`config.mk`:
```
export PLATFORM = sky130hd
export DESIGN_NAME = pdx_link
export DESIGN_NICKNAME = d
export VERILOG_FILES = /design/src/verilog/pdx_fifo.v /design/src/verilog/pdx_link.v
export VERILOG_INCLUDE_DIRS = /design/src /design/src/verilog
export SDC_FILE = /design/constraint.sdc
export NUM_CORES = 2
export LEC_CHECK = 0
export BUFFER_PORTS_ARGS = -buffer_cell sky130_fd_sc_hd__buf_4
export CAP_MARGIN = 15
export CELL_PAD_IN_SITES_DETAIL_PLACEMENT = 1
export CELL_PAD_IN_SITES_GLOBAL_PLACEMENT = 1
export CORE_MARGIN = 4
export CORE_UTILIZATION = 40
export CTS_CLUSTER_DIAMETER = 150
export DETAILED_ROUTE_END_ITERATION = 12
export PLACE_DENSITY_LB_ADDON = 0.05
export SLEW_MARGIN = 20
export SYNTH_ARGS = -nofsm -noshare
export SYNTH_HDL_FRONTEND = slang
export SYNTH_SLANG_ARGS = --single-unit
export TNS_END_PERCENT = 100
```
`constraint.sdc`:
```
create_clock -name clk -period 6.2 [get_ports clk]
set_clock_uncertainty 0.2 [all_clocks]
set_input_delay 0.62 -clock clk [delete_from_list [all_inputs] [get_ports clk]]
set_output_delay 0.62 -clock clk [all_outputs]
set_load 0.1 [all_outputs]
```
`src/verilog/pdx_regs.vh`:
```
`ifndef PDX_REGS_VH
`define PDX_REGS_VH

// Clock and line rate
`define PDX_CLK_HZ 250000000
`define PDX_BAUD 62500
`define PDX_BIT_CYC (`PDX_CLK_HZ / `PDX_BAUD)

// Supervision times in ms and derived cycle counts
`define PDX_WDOG_MS 200
`define PDX_WDOG_CYC ((`PDX_CLK_HZ / 1000) * `PDX_WDOG_MS)
`define PDX_RXTMO_MS 5
`define PDX_RXTMO_CYC ((`PDX_CLK_HZ / 1000) * `PDX_RXTMO_MS)

// Process image sizes
`define PDX_MAX_BYTES 5
`define PDX_DEF_BYTES 4

// Buffer depths
`define PDX_RX_DEPTH 128
`define PDX_TX_DEPTH 16

// Frame format
`define PDX_SYNC 8'ha5
`define PDX_FRAME_LAST 3'h6

// Status byte fields
`define PDX_ST_MOD_TMO 4
`define PDX_ST_RX_TMO 3
`define PDX_ST_CHK 2
`define PDX_ST_OVR 1
`define PDX_ST_BAD 0
`define PDX_ST_RESET 8'h00

`endif

```
`src/verilog/pdx_fifo.v`:
```
`timescale 1ns/1ps
`default_nettype none

module pdx_fifo #(
  parameter W = 9,
  parameter DEPTH = 2,
  parameter AW = 1
) (
  input wire clk,
  input wire rst_n,
  input wire in_valid,
  output wire in_ready,
  input wire [W-1:0] in_data,
  output wire out_valid,
  input wire out_ready,
  output wire [W-1:0] out_data
);
  reg [W-1:0] mem_q [0:DEPTH-1];
  reg [AW-1:0] wr_q;
  reg [AW-1:0] rd_q;
  reg [AW:0] cnt_q;
  wire push;
  wire pop;
  wire [AW-1:0] last;
  integer i;
  localparam [31:0] LAST_I = DEPTH - 1;

  assign last = LAST_I[AW-1:0];
  assign in_ready = (cnt_q != DEPTH);
  assign out_valid = (cnt_q != 0);
  assign out_data = mem_q[rd_q];
  assign push = in_valid & in_ready;
  assign pop = out_valid & out_ready;

  always @(posedge clk) begin
    if (!rst_n) begin
      wr_q <= {AW{1'b0}};
      rd_q <= {AW{1'b0}};
      cnt_q <= {(AW+1){1'b0}};
      for (i = 0; i < DEPTH; i = i + 1) begin
        mem_q[i] <= {W{1'b0}};
      end
    end else begin
      if (push) begin
        mem_q[wr_q] <= in_data;
        wr_q <= (wr_q == last) ? {AW{1'b0}} : wr_q + 1'b1;
      end
      if (pop) begin
        rd_q <= (rd_q == last) ? {AW{1'b0}} : rd_q + 1'b1;
      end
      if (push & ~pop) begin
        cnt_q <= cnt_q + 1'b1;
      end else if (pop & ~push) begin
        cnt_q <= cnt_q - 1'b1;
      end
    end
  end
endmodule // pdx_fifo

`default_nettype wire

```
`src/verilog/pdx_link.v`:
```
// Contract
// - Exchange output image with peer, full duplex
// - Default exchange width is 32 bits
// - Up to 40 bits plus status byte
// - 32-bit transfer completes in about 1.2 ms
// - Multiplexing delay stays below 5 ms
// - No valid frame 200 ms clears outputs
// - Five data bytes, control and status byte; link_control_byte has no effect
// - Status byte layout with error flags
// - Buffer 128 received bytes
// - Provide 16-byte transmit buffer
`timescale 1ns/1ps
`default_nettype none
`include "pdx_regs.vh"

module pdx_link #(
  parameter NBYTES = `PDX_DEF_BYTES,
  parameter BIT_CYC = `PDX_BIT_CYC,
  parameter WDOG_CYC = `PDX_WDOG_CYC,
  parameter RXTMO_CYC = `PDX_RXTMO_CYC,
  parameter RX_DEPTH = `PDX_RX_DEPTH,
  parameter TX_DEPTH = `PDX_TX_DEPTH
) (
  input wire clk,
  input wire rst_n,
  input wire [39:0] out_image,
  input wire [7:0] link_control_byte,
  output reg [39:0] in_image_q,
  output reg [7:0] link_error_status_byte_q,
  output reg tx_line_q,
  input wire rx_line
);
  localparam ST_IDLE = 2'h0;
  localparam ST_START = 2'h1;
  localparam ST_BITS = 2'h2;

  wire ctrl_unused;
  assign ctrl_unused = ^link_control_byte;

  wire [39:0] byte_mask;
  genvar g;
  generate
    for (g = 0; g < `PDX_MAX_BYTES; g = g + 1) begin : g_mask
      assign byte_mask[g*8 +: 8] = (g < NBYTES) ? 8'hff : 8'h00;
    end
  endgenerate

  reg [2:0] tx_idx_q;
  reg [39:0] tx_snap_q;
  reg [7:0] tx_sum_q;
  reg [7:0] tb_byte;
  wire txf_ready;
  wire txf_valid;
  wire [7:0] txf_data;
  reg txf_pop;

  always @* begin
    case (tx_idx_q)
      3'h0: tb_byte = `PDX_SYNC;
      `PDX_FRAME_LAST: tb_byte = tx_sum_q;
      default: tb_byte = tx_snap_q[(tx_idx_q - 3'h1)*8 +: 8];
    endcase
  end

  always @(posedge clk) begin
    if (!rst_n) begin
      tx_idx_q <= 3'h0;
      tx_snap_q <= 40'h0;
      tx_sum_q <= 8'h00;
    end else if (txf_ready) begin
      if (tx_idx_q == 3'h0) begin
        tx_snap_q <= out_image & byte_mask;
        tx_sum_q <= 8'h00;
      end else if (tx_idx_q != `PDX_FRAME_LAST) begin
        tx_sum_q <= tx_sum_q + tb_byte;
      end
      tx_idx_q <= (tx_idx_q == `PDX_FRAME_LAST) ? 3'h0 : tx_idx_q + 3'h1;
    end
  end

  pdx_fifo #(.W(8), .DEPTH(TX_DEPTH), .AW(4)) u_txf (
    .clk(clk),
    .rst_n(rst_n),
    .in_valid(1'b1),
    .in_ready(txf_ready),
    .in_data(tb_byte),
    .out_valid(txf_valid),
    .out_ready(txf_pop),
    .out_data(txf_data)
  );

  // serial sender, start, 8 data, even parity, stop
  reg [10:0] tx_sh_q;
  reg [3:0] tx_bits_q;
  reg [12:0] tx_cnt_q;

  always @* begin
    txf_pop = txf_valid && (tx_bits_q == 4'h0);
  end

  always @(posedge clk) begin
    if (!rst_n) begin
      tx_sh_q <= 11'h7ff;
      tx_bits_q <= 4'h0;
      tx_cnt_q <= 13'h0;
      tx_line_q <= 1'b1;
    end else if (txf_pop) begin
      tx_sh_q <= {1'b1, ^txf_data, txf_data, 1'b0};
      tx_bits_q <= 4'hb;
      tx_cnt_q <= 13'h0;
    end else if (tx_bits_q != 4'h0) begin
      tx_line_q <= tx_sh_q[0];
      if (tx_cnt_q == BIT_CYC - 1) begin
        tx_cnt_q <= 13'h0;
        tx_sh_q <= {1'b1, tx_sh_q[10:1]};
        tx_bits_q <= tx_bits_q - 4'h1;
      end else begin
        tx_cnt_q <= tx_cnt_q + 13'h1;
      end
    end else begin
      tx_line_q <= 1'b1;
    end
  end

  reg [1:0] rx_st_q;
  reg [12:0] rx_cnt_q;
  reg [3:0] rx_bits_q;
  reg [9:0] rx_sh_q;
  reg rx_done_q;
  wire [8:0] rx_word;
  wire sk_ready;
  wire sk_valid;
  wire [8:0] sk_data;
  wire rxf_ready;
  wire rxf_valid;
  wire [8:0] rxf_data;

  // error tag is bad parity or missing stop bit
  assign rx_word = {(^rx_sh_q[8:0]) | ~rx_sh_q[9], rx_sh_q[7:0]};

  always @(posedge clk) begin
    if (!rst_n) begin
      rx_st_q <= ST_IDLE;
      rx_cnt_q <= 13'h0;
      rx_bits_q <= 4'h0;
      rx_sh_q <= 10'h0;
      rx_done_q <= 1'b0;
    end else begin
      rx_done_q <= 1'b0;
      case (rx_st_q)
        ST_IDLE: begin
          rx_cnt_q <= 13'h0;
          if (!rx_line) begin
            rx_st_q <= ST_START;
          end
        end
        ST_START: begin
          if (rx_cnt_q == BIT_CYC / 2 - 1) begin
            rx_cnt_q <= 13'h0;
            rx_bits_q <= 4'ha;
            rx_st_q <= rx_line ? ST_IDLE : ST_BITS;
          end else begin
            rx_cnt_q <= rx_cnt_q + 13'h1;
          end
        end
        ST_BITS: begin
          if (rx_cnt_q == BIT_CYC - 1) begin
            rx_cnt_q <= 13'h0;
            rx_sh_q <= {rx_line, rx_sh_q[9:1]};
            rx_bits_q <= rx_bits_q - 4'h1;
            if (rx_bits_q == 4'h1) begin
              rx_done_q <= 1'b1;
              rx_st_q <= ST_IDLE;
            end
          end else begin
            rx_cnt_q <= rx_cnt_q + 13'h1;
          end
        end
        default: begin
          rx_st_q <= ST_IDLE;
        end
      endcase
    end
  end

  // Two-entry buffer ahead of the receive buffer
  pdx_fifo #(.W(9), .DEPTH(2), .AW(1)) u_skid (
    .clk(clk),
    .rst_n(rst_n),
    .in_valid(rx_done_q),
    .in_ready(sk_ready),
    .in_data(rx_word),
    .out_valid(sk_valid),
    .out_ready(rxf_ready),
    .out_data(sk_data)
  );

  pdx_fifo #(.W(9), .DEPTH(RX_DEPTH), .AW(7)) u_rxf (
    .clk(clk),
    .rst_n(rst_n),
    .in_valid(sk_valid),
    .in_ready(rxf_ready),
    .in_data(sk_data),
    .out_valid(rxf_valid),
    .out_ready(1'b1),
    .out_data(rxf_data)
  );

  // Frame parser
  reg [2:0] rx_idx_q;
  reg [39:0] rx_shadow_q;
  reg [7:0] rx_sum_q;
  reg rx_err_q;
  reg [25:0] wdog_q;
  reg [22:0] rxtmo_q;
  reg mod_tmo_q;
  reg rx_tmo_q;
  reg chk_q;
  reg ovr_q;
  reg bad_q;
  wire frame_end;
  wire frame_ok;
  wire frame_chk;
  wire frame_bad;

  assign frame_end = rxf_valid && (rx_idx_q == `PDX_FRAME_LAST);
  assign frame_bad = frame_end && (rx_err_q | rxf_data[8]);
  assign frame_chk = frame_end && !frame_bad && (rxf_data[7:0] != rx_sum_q);
  assign frame_ok = frame_end && !frame_bad && !frame_chk;

  always @(posedge clk) begin
    if (!rst_n) begin
      rx_idx_q <= 3'h0;
      rx_shadow_q <= 40'h0;
      rx_sum_q <= 8'h00;
      rx_err_q <= 1'b0;
    end else if (rxf_valid) begin
      if (rx_idx_q == 3'h0) begin
        rx_sum_q <= 8'h00;
        rx_err_q <= 1'b0;
        if (rxf_data == {1'b0, `PDX_SYNC}) begin
          rx_idx_q <= 3'h1;
        end
      end else if (rx_idx_q == `PDX_FRAME_LAST) begin
        rx_idx_q <= 3'h0;
      end else begin
        rx_shadow_q[(rx_idx_q - 3'h1)*8 +: 8] <= rxf_data[7:0];
        rx_sum_q <= rx_sum_q + rxf_data[7:0];
        rx_err_q <= rx_err_q | rxf_data[8];
        rx_idx_q <= rx_idx_q + 3'h1;
      end
    end
  end

  always @(posedge clk) begin
    if (!rst_n) begin
      wdog_q <= 26'h0;
      mod_tmo_q <= 1'b1;
      in_image_q <= 40'h0;
    end else if (frame_ok) begin
      wdog_q <= 26'h0;
      mod_tmo_q <= 1'b0;
      in_image_q <= rx_shadow_q & byte_mask;
    end else if (wdog_q == WDOG_CYC - 1) begin
      mod_tmo_q <= 1'b1;
      in_image_q <= 40'h0;
    end else begin
      wdog_q <= wdog_q + 26'h1;
    end
  end

  // receiver timeout and sticky error flags
  always @(posedge clk) begin
    if (!rst_n) begin
      rxtmo_q <= 23'h0;
      rx_tmo_q <= 1'b0;
      chk_q <= 1'b0;
      ovr_q <= 1'b0;
      bad_q <= 1'b0;
    end else begin
      if (rx_done_q) begin
        rxtmo_q <= 23'h0;
        rx_tmo_q <= 1'b0;
      end else if (rxtmo_q == RXTMO_CYC - 1) begin
        rx_tmo_q <= 1'b1;
      end else begin
        rxtmo_q <= rxtmo_q + 23'h1;
      end
      chk_q <= frame_chk | (chk_q & ~frame_ok);
      bad_q <= frame_bad | (bad_q & ~frame_ok);
      ovr_q <= (rx_done_q & ~sk_ready) | (ovr_q & ~frame_ok);
    end
  end

  always @(posedge clk) begin
    if (!rst_n) begin
      link_error_status_byte_q <= `PDX_ST_RESET;
    end else begin
      link_error_status_byte_q <= `PDX_ST_RESET;
      link_error_status_byte_q[`PDX_ST_MOD_TMO] <= mod_tmo_q;
      link_error_status_byte_q[`PDX_ST_RX_TMO] <= rx_tmo_q;
      link_error_status_byte_q[`PDX_ST_CHK] <= chk_q;
      link_error_status_byte_q[`PDX_ST_OVR] <= ovr_q;
      link_error_status_byte_q[`PDX_ST_BAD] <= bad_q & ~ctrl_unused | bad_q;
    end
  end
endmodule // pdx_link

`default_nettype wire

```
Word-level counts from Yosys, hierarchy flattened
Memory sizes are Yosys's and may differ from the RTL's. A register that Yosys moved wholly into a read port is not among the register bits. Index checks and enable logic that the tools add are counted.

Register bits after elaboration: 286. Output and inout port bits: 49. Input port bits: 51. Bits in writable memories: 1298. Memories kept: 3. Word-level logic and storage cells: 244.

Eq/ne operators: 26. Muxes and demuxes: 74. Reductions and logical operators: 45. Add/sub/neg operators: 25. Shift-type cells: 3. Bitwise operators: 32.

Memory list: u_rxf.mem_q (words 128, bits a word 9, read ports 1, clocked after memory_dff 1, wr ports 128, RTL line pdx_fifo.v:18) `reg [W-1:0] mem_q [0:DEPTH-1];`; u_txf.mem_q (words 16, bits a word 8, read ports 1, clocked after memory_dff 1, wr ports 16, RTL line pdx_fifo.v:18); u_skid.mem_q (words 2, bits a word 9, read ports 1, clocked after memory_dff 1, wr ports 2, RTL line pdx_fifo.v:18).

Operator list (number): 32-bit 2-to-1 mux (2); 8-bit 2-to-1 mux (7); 40-bit bitwise mux (1); 4-bit 2-to-1 mux (10); 8-bit by 34-bit variable shift with 40-bit output, first input constant (1); 40-bit by 33-bit variable part select with 8-bit output (1); 8-bit by 34-bit variable part select with 40-bit output (1); 13-bit 2-to-1 mux (3); 13-bit case mux with 3 select lines (1); 7-bit 2-to-1 mux (5); 32-bit negation with 34-bit output (1); 10-bit 2-to-1 mux (3); 13-bit by 1-bit adder with 13-bit output, second input constant (2); 26-bit by 1-bit adder with 26-bit output, second input constant (1); 13-bit by 12-bit equality test with 1-bit output, second input constant (2); 26-bit equality test, second input constant (1); 1-bit 2-to-1 mux (24); 23-bit by 1-bit adder with 23-bit output, second input constant (1); 23-bit by 21-bit equality test with 1-bit output, second input constant (1); 9-bit 2-to-1 mux (2); 2-bit nonzero test (9); 9-bit OR reduction (2); 8-bit adder (2); 8-bit case mux with 2 select lines (1); 50 further kinds (121).

Longest topological paths before layout
Word-level depth: 11. Mapped depth: 23. Mapped depth without buffers: 19.

By module
A second synthesis with hierarchy kept.

Cells, all modules: 5671. Area, all modules: 73989.7 um2.

By module, submodules not included: pdx_fifo (u_rxf) (sequential area each 35173.7 um2, instances 1, cells each 3769, area each 55016.5 um2); pdx_link (sequential area each 4724.5 um2, instances 1, cells each 1325, area each 11354.6 um2); pdx_fifo (u_txf) (sequential area each 4184.0 um2, instances 1, cells each 495, area each 6611.3 um2); pdx_fifo (u_skid) (sequential area each 640.6 um2, instances 1, cells each 82, area each 1007.2 um2).

Worst setup path after synthesis
Ideal clock, no wire load.

Path kind: register to register. Start: reg tx_idx_q[0]. End: reg tx_sum_q[7]. Buffers on the path: 3. Library setup time: 0.079 ns. Clock period less this slack: 4.528 ns. Cell stages (with the launch flop): 19. Data required time: 5.921 ns. Slack: 1.672 ns. Arrival: 4.249 ns. Cell sequence: dfxtp_1 > buf_1 > inv_1 > ha_1 > buf_1 > mux4_2 > a32oi_1 > clkbuf_1 > inv_1 > ha_1 > a21o_1 > a21oi_1 > o21bai_1 > a21oi_1 > o21bai_1 > a21oi_1 > xnor2_1 > nand4b_1 > o211ai_1.

Word-level cells in the longest chain between the ends: 6. Elaborated cells between the ends (all ways): 11. Those cells by class: 2 x add/sub; 2 x eq/ne; 1 x shift; 3 x mux; 3 x reduce/logical.

Ends and longest elaborated chain: start: declaration (RTL line pdx_link.v:48) `reg [2:0] tx_idx_q;`; start signal: assignment (RTL line pdx_link.v:77) `` tx_idx_q <= (tx_idx_q == `PDX_FRAME_LAST) ? 3'h0 : tx_idx_q + 3'h1; ``; 3-bit by 1-bit subtractor with 4-bit output (RTL line pdx_link.v:61) `default: tb_byte = tx_snap_q[(tx_idx_q - 3'h1)*8 +: 8];`; 40-bit by 33-bit variable part select with 8-bit output (RTL line pdx_link.v:61); 8-bit case mux with 2 select lines * (RTL line pdx_link.v:58) `case (tx_idx_q)`; named net tb_byte[1] (RTL line pdx_link.v:51) `reg [7:0] tb_byte;`; 8-bit adder * (RTL line pdx_link.v:75) `tx_sum_q <= tx_sum_q + tb_byte;`; 8-bit 2-to-1 mux * (RTL line pdx_link.v:74) `` end else if (tx_idx_q != `PDX_FRAME_LAST) begin ``; 8-bit 2-to-1 mux * (RTL line pdx_link.v:71) `if (tx_idx_q == 3'h0) begin`; end signal: assignment (RTL line pdx_link.v:75); end: declaration (RTL line pdx_link.v:50) `reg [7:0] tx_sum_q;`.

The timed path passes the listed nets; every way through them passes the cells marked *. The select of a mux whose other input is x is not followed. A chain may end at the register's enable or synchronous reset.

==> results.md <==
- Final net count: 5713
- Internal reg-to-reg setup slack: 0.62 ns
- Avg Cell Area, Syn: 12.5 um^2
- Post-cts sizing count: 0
- Area of the die: 0.181 mm^2
- CP max stage delay: 0.79 ns
- RSZ-0062 raised after global routing: no
- GPL Wtd Cong: 0.805
- Yosys Warn Count: 0
- FMAX: 0.179 GHz
- Final setup vio count: 0
- Slew @ Worst Pin: 1.21 ns
- Register bit total from synthesis: 1585
- Final worst slack: 0.617 ns
- Met3 usage: 0.0388
- R2R Path End: wdog_q[10]
- First-pass GRT wire length: 319000 um
- Maximum VDD drop: 296 uV
- Crit path max-delay family: compound AO/OA/AOI/OAI gates
- Synthesized area: 0.0695 mm^2
- CTS tree: built
- Initial cell density of the core: 0.404
- Final slew viol count: 0
- Remaining Overflow, GRT: 0
- Largest net degree at the start of global routing: 129
- Rows: 152
- TNS Setup: 0 ns
- Final Hold Violating Endpoints: 0
- CP Cell Sequence: buf_4, mux4_2, mux2i_1, o21ai_0, o21ai_0, a221o_1, inv_1, ha_1, nor4_1, nand4_1, nor2_1, mux2i_1, nand2b_2, buf_12, nand2_4, nor2_1
- Clk slew on worst S/H paths: 0.06 ns
- Ys async rst share: 0
- CP Launch Type: flop
- Die Height: 425 um
- Critical Path RT: 6.67 ns
- Number of synthesized flops with an enable pin: 1298
- Seq/Total Area, Yosys: 0.643
- Period minus WS final: 5.58 ns
- Synth top area share: 0.561
- PD cells: 389 mW/mm^2
- R2R cell count: 16
- Synth-to-Final Area Change: 13.8%
- Setup crit end kind: flop
- CTS Sinks: 1585
- Grt peak-use layer: met2
- Port bufs: 72
- Top Ports: 100
- Fin crit share: 0.901
- Layout cell share with drive strength beyond 1: 0.144
- Worst-Skew Late Latency: 0.81 ns
- Avg WL per Cell: 26.8 um
- # DRC: 0
- Leak: 27.7 nW
- Main synth FF type: edfxtp_1
- GR Util met1: 0.334
- CTS root buffer: clkbuf_16
- Outcome: complete, no violations
- Critical hold path startpoint: rst_n
- Via Count: 44900
- Die span in x: 425 um
- DP HPWL: 135000 um
- Top post-synthesis cells by area: edfxtp_1 56%, mux4_2 9.8%, nor2_1 8.3%, dfxtp_1 8.3%, nand2_1 2.9%
- Initial antenna violation count: 6
- Clock Path Buffers: 3
- Worst hold path type: primary input to flop
- Hold depth: 3
- Synth area leader: edfxtp_1
- Slowest CP cell: o21ai_0
- Buf+Inv Stages, Crit Path: 3
- TritonRoute pass-1 iters: 7
- Vias in the first global route: 47000
- Via density: 5.56
- Met2 Use GR: 0.392
- Yosys cell types: 72
- CTS Buf Count: 179
- Hold EP: u_rxf.wr_q[3]
- Crit Path Class: flop to flop
- CORE AREA: 0.172 mm^2
- Post-place setup slack: 0.638 ns
- WP data arrival: 6.05 ns
- Synthesized instance count: 5540
- Critical Path Fanout Max: 67
- H-tree levels: 4
- Global Route Usage Sum: 0.239
- DRT iter0 DRCs: 4033
- Slew HR: 0.188
- Drt total wl: 216000 um
- Routed Antenna Nets: 0
- Maxcap violations: 0
-- logic make-up after synthesis --
group / Yosys count / share of synthesized area
AOI/OAI and AO/OA: 421 / 0.0379
adders and majority gates: 63 / 0.0117
other: 1 / 0.0000539
xor gates and xnor gates: 123 / 0.0155
muxes: 465 / 0.122
buffers and inverters: 448 / 0.0267
DFF: 1585 / 0.643
and+or+nand+nor: 2434 / 0.143
-- worst reg2reg max path, delay by kind of cell, from the launching register on --
kind            cells  cell delay (ns)
compound gates      3             1.74
buf+inv             3             0.86
fa+ha+maj           1             0.31
flops               1             0.69
mux                 3             0.50
simple gates        6             1.16
-- worst max-delay path by stage --
stage | end | slack (ns) | depth (start not counted)
final | wdog_q[10] | 0.62 | 16
after global routing | wdog_q[4] | 0.32 | 16
after CTS | wdog_q[10] | 0.62 | 16
after detailed placement | wdog_q[10] | 0.64 | 16
after global placement | wdog_q[22] | 0.70 | 16
after floorplan | tx_sum_q[7] | 1.67 | 18
-- flip-flops by register name, summed over array words and instances (netlist names), 10 cells and up, named ones only --
register and flops:
in_image_q 32, rx_cnt_q 13, rx_sh_q 10, rx_shadow_q 32, rxtmo_q 23, tx_cnt_q 13
tx_sh_q 10, tx_snap_q 32, u_rxf.mem_q 1152, u_skid.mem_q 18, u_txf.mem_q 128, wdog_q 26
-- cell usage in the layout, fill, tap and decap left out, types with 81 or more instances in the layout --
master / count
o21ai_0: 81
nor2_1: 1539
dfxtp_1: 280
edfxtp_1: 1298
nand2_1: 543
mux2i_1: 150
mux4_2: 303
clkbuf_16: 185
a21oi_1: 140
buf_4: 201
-- metal layers --
| layer | wire length, um | share of wire |
|---|---|---|
| met5 | 13 | 0.000060 |
| met2 | 103000 | 0.48 |
| met1 | 95900 | 0.44 |
| met4 | 4730 | 0.022 |
| met3 | 12100 | 0.056 |
-- power by group --
part           leakage (nW)  switching (mW)  internal, mW
registers              15.7           0.373          12.1
logic                  9.09            4.91          2.90
clock network          2.82            4.43          6.14
total                  27.7            9.71          21.1
-- cell usage after synthesis, drive strengths merged (9+ instances only) --
cell type,n
a31oi,12
nor3,41
xnor2,61
inv,57
nor2b,24
a211oi,9
xor2,62
nand4,63
o21ai,91
ha,60
a2111oi,9
dfxtp,287
and3,43
mux4,303
edfxtp,1298
nand3,56
nor4,15
a21oi,141
nor2,1540
buf,98
and2,39
mux2i,159
o221ai,12
a22oi,58
clkbuf,293
nand2b,16
or3,17
o22ai,19
nand2,545
-- through the flow --
step | hold slack [ns] | utilization | power, mW | cells | area [um^2]
floorplan | 0.224 | - | 17.5 | 5550 | 69500
global placement | 0.240 | 0.424 | 20.4 | 7695 | 73000
detailed placement | 0.244 | 0.424 | 20.5 | 7695 | 73000
CTS | 0.0657 | 0.460 | 31.1 | 8064 | 79100
global route | 0.121 | 0.460 | 32.1 | 8064 | 79100
finish | 0.160 | 0.460 | 30.8 | 8065 | 79100
-- area by class of cell --
cell class                      instances  area, um^2
Sequential cell                      1585       44700
Timing Repair Buffer                  259        2330
Fill cell                           17600       93000
Inverter                               57         216
Clock buffer                          235        4900
Clock inverter                        101         887
Multi-Input combinational cell       3517       23100
Antenna cell                            1        2.50
Tap cell                             2310        2890
-- repair_timing --
| action | 4_1_cts | 5_1_grt |
|---|---|---|
| hold buffers | 33 | 0 |
| hold endpoints to repair | 35 | 0 |
| setup buffers | 0 | 0 |
No activity file was read; power rests on OpenSTA's default activity.
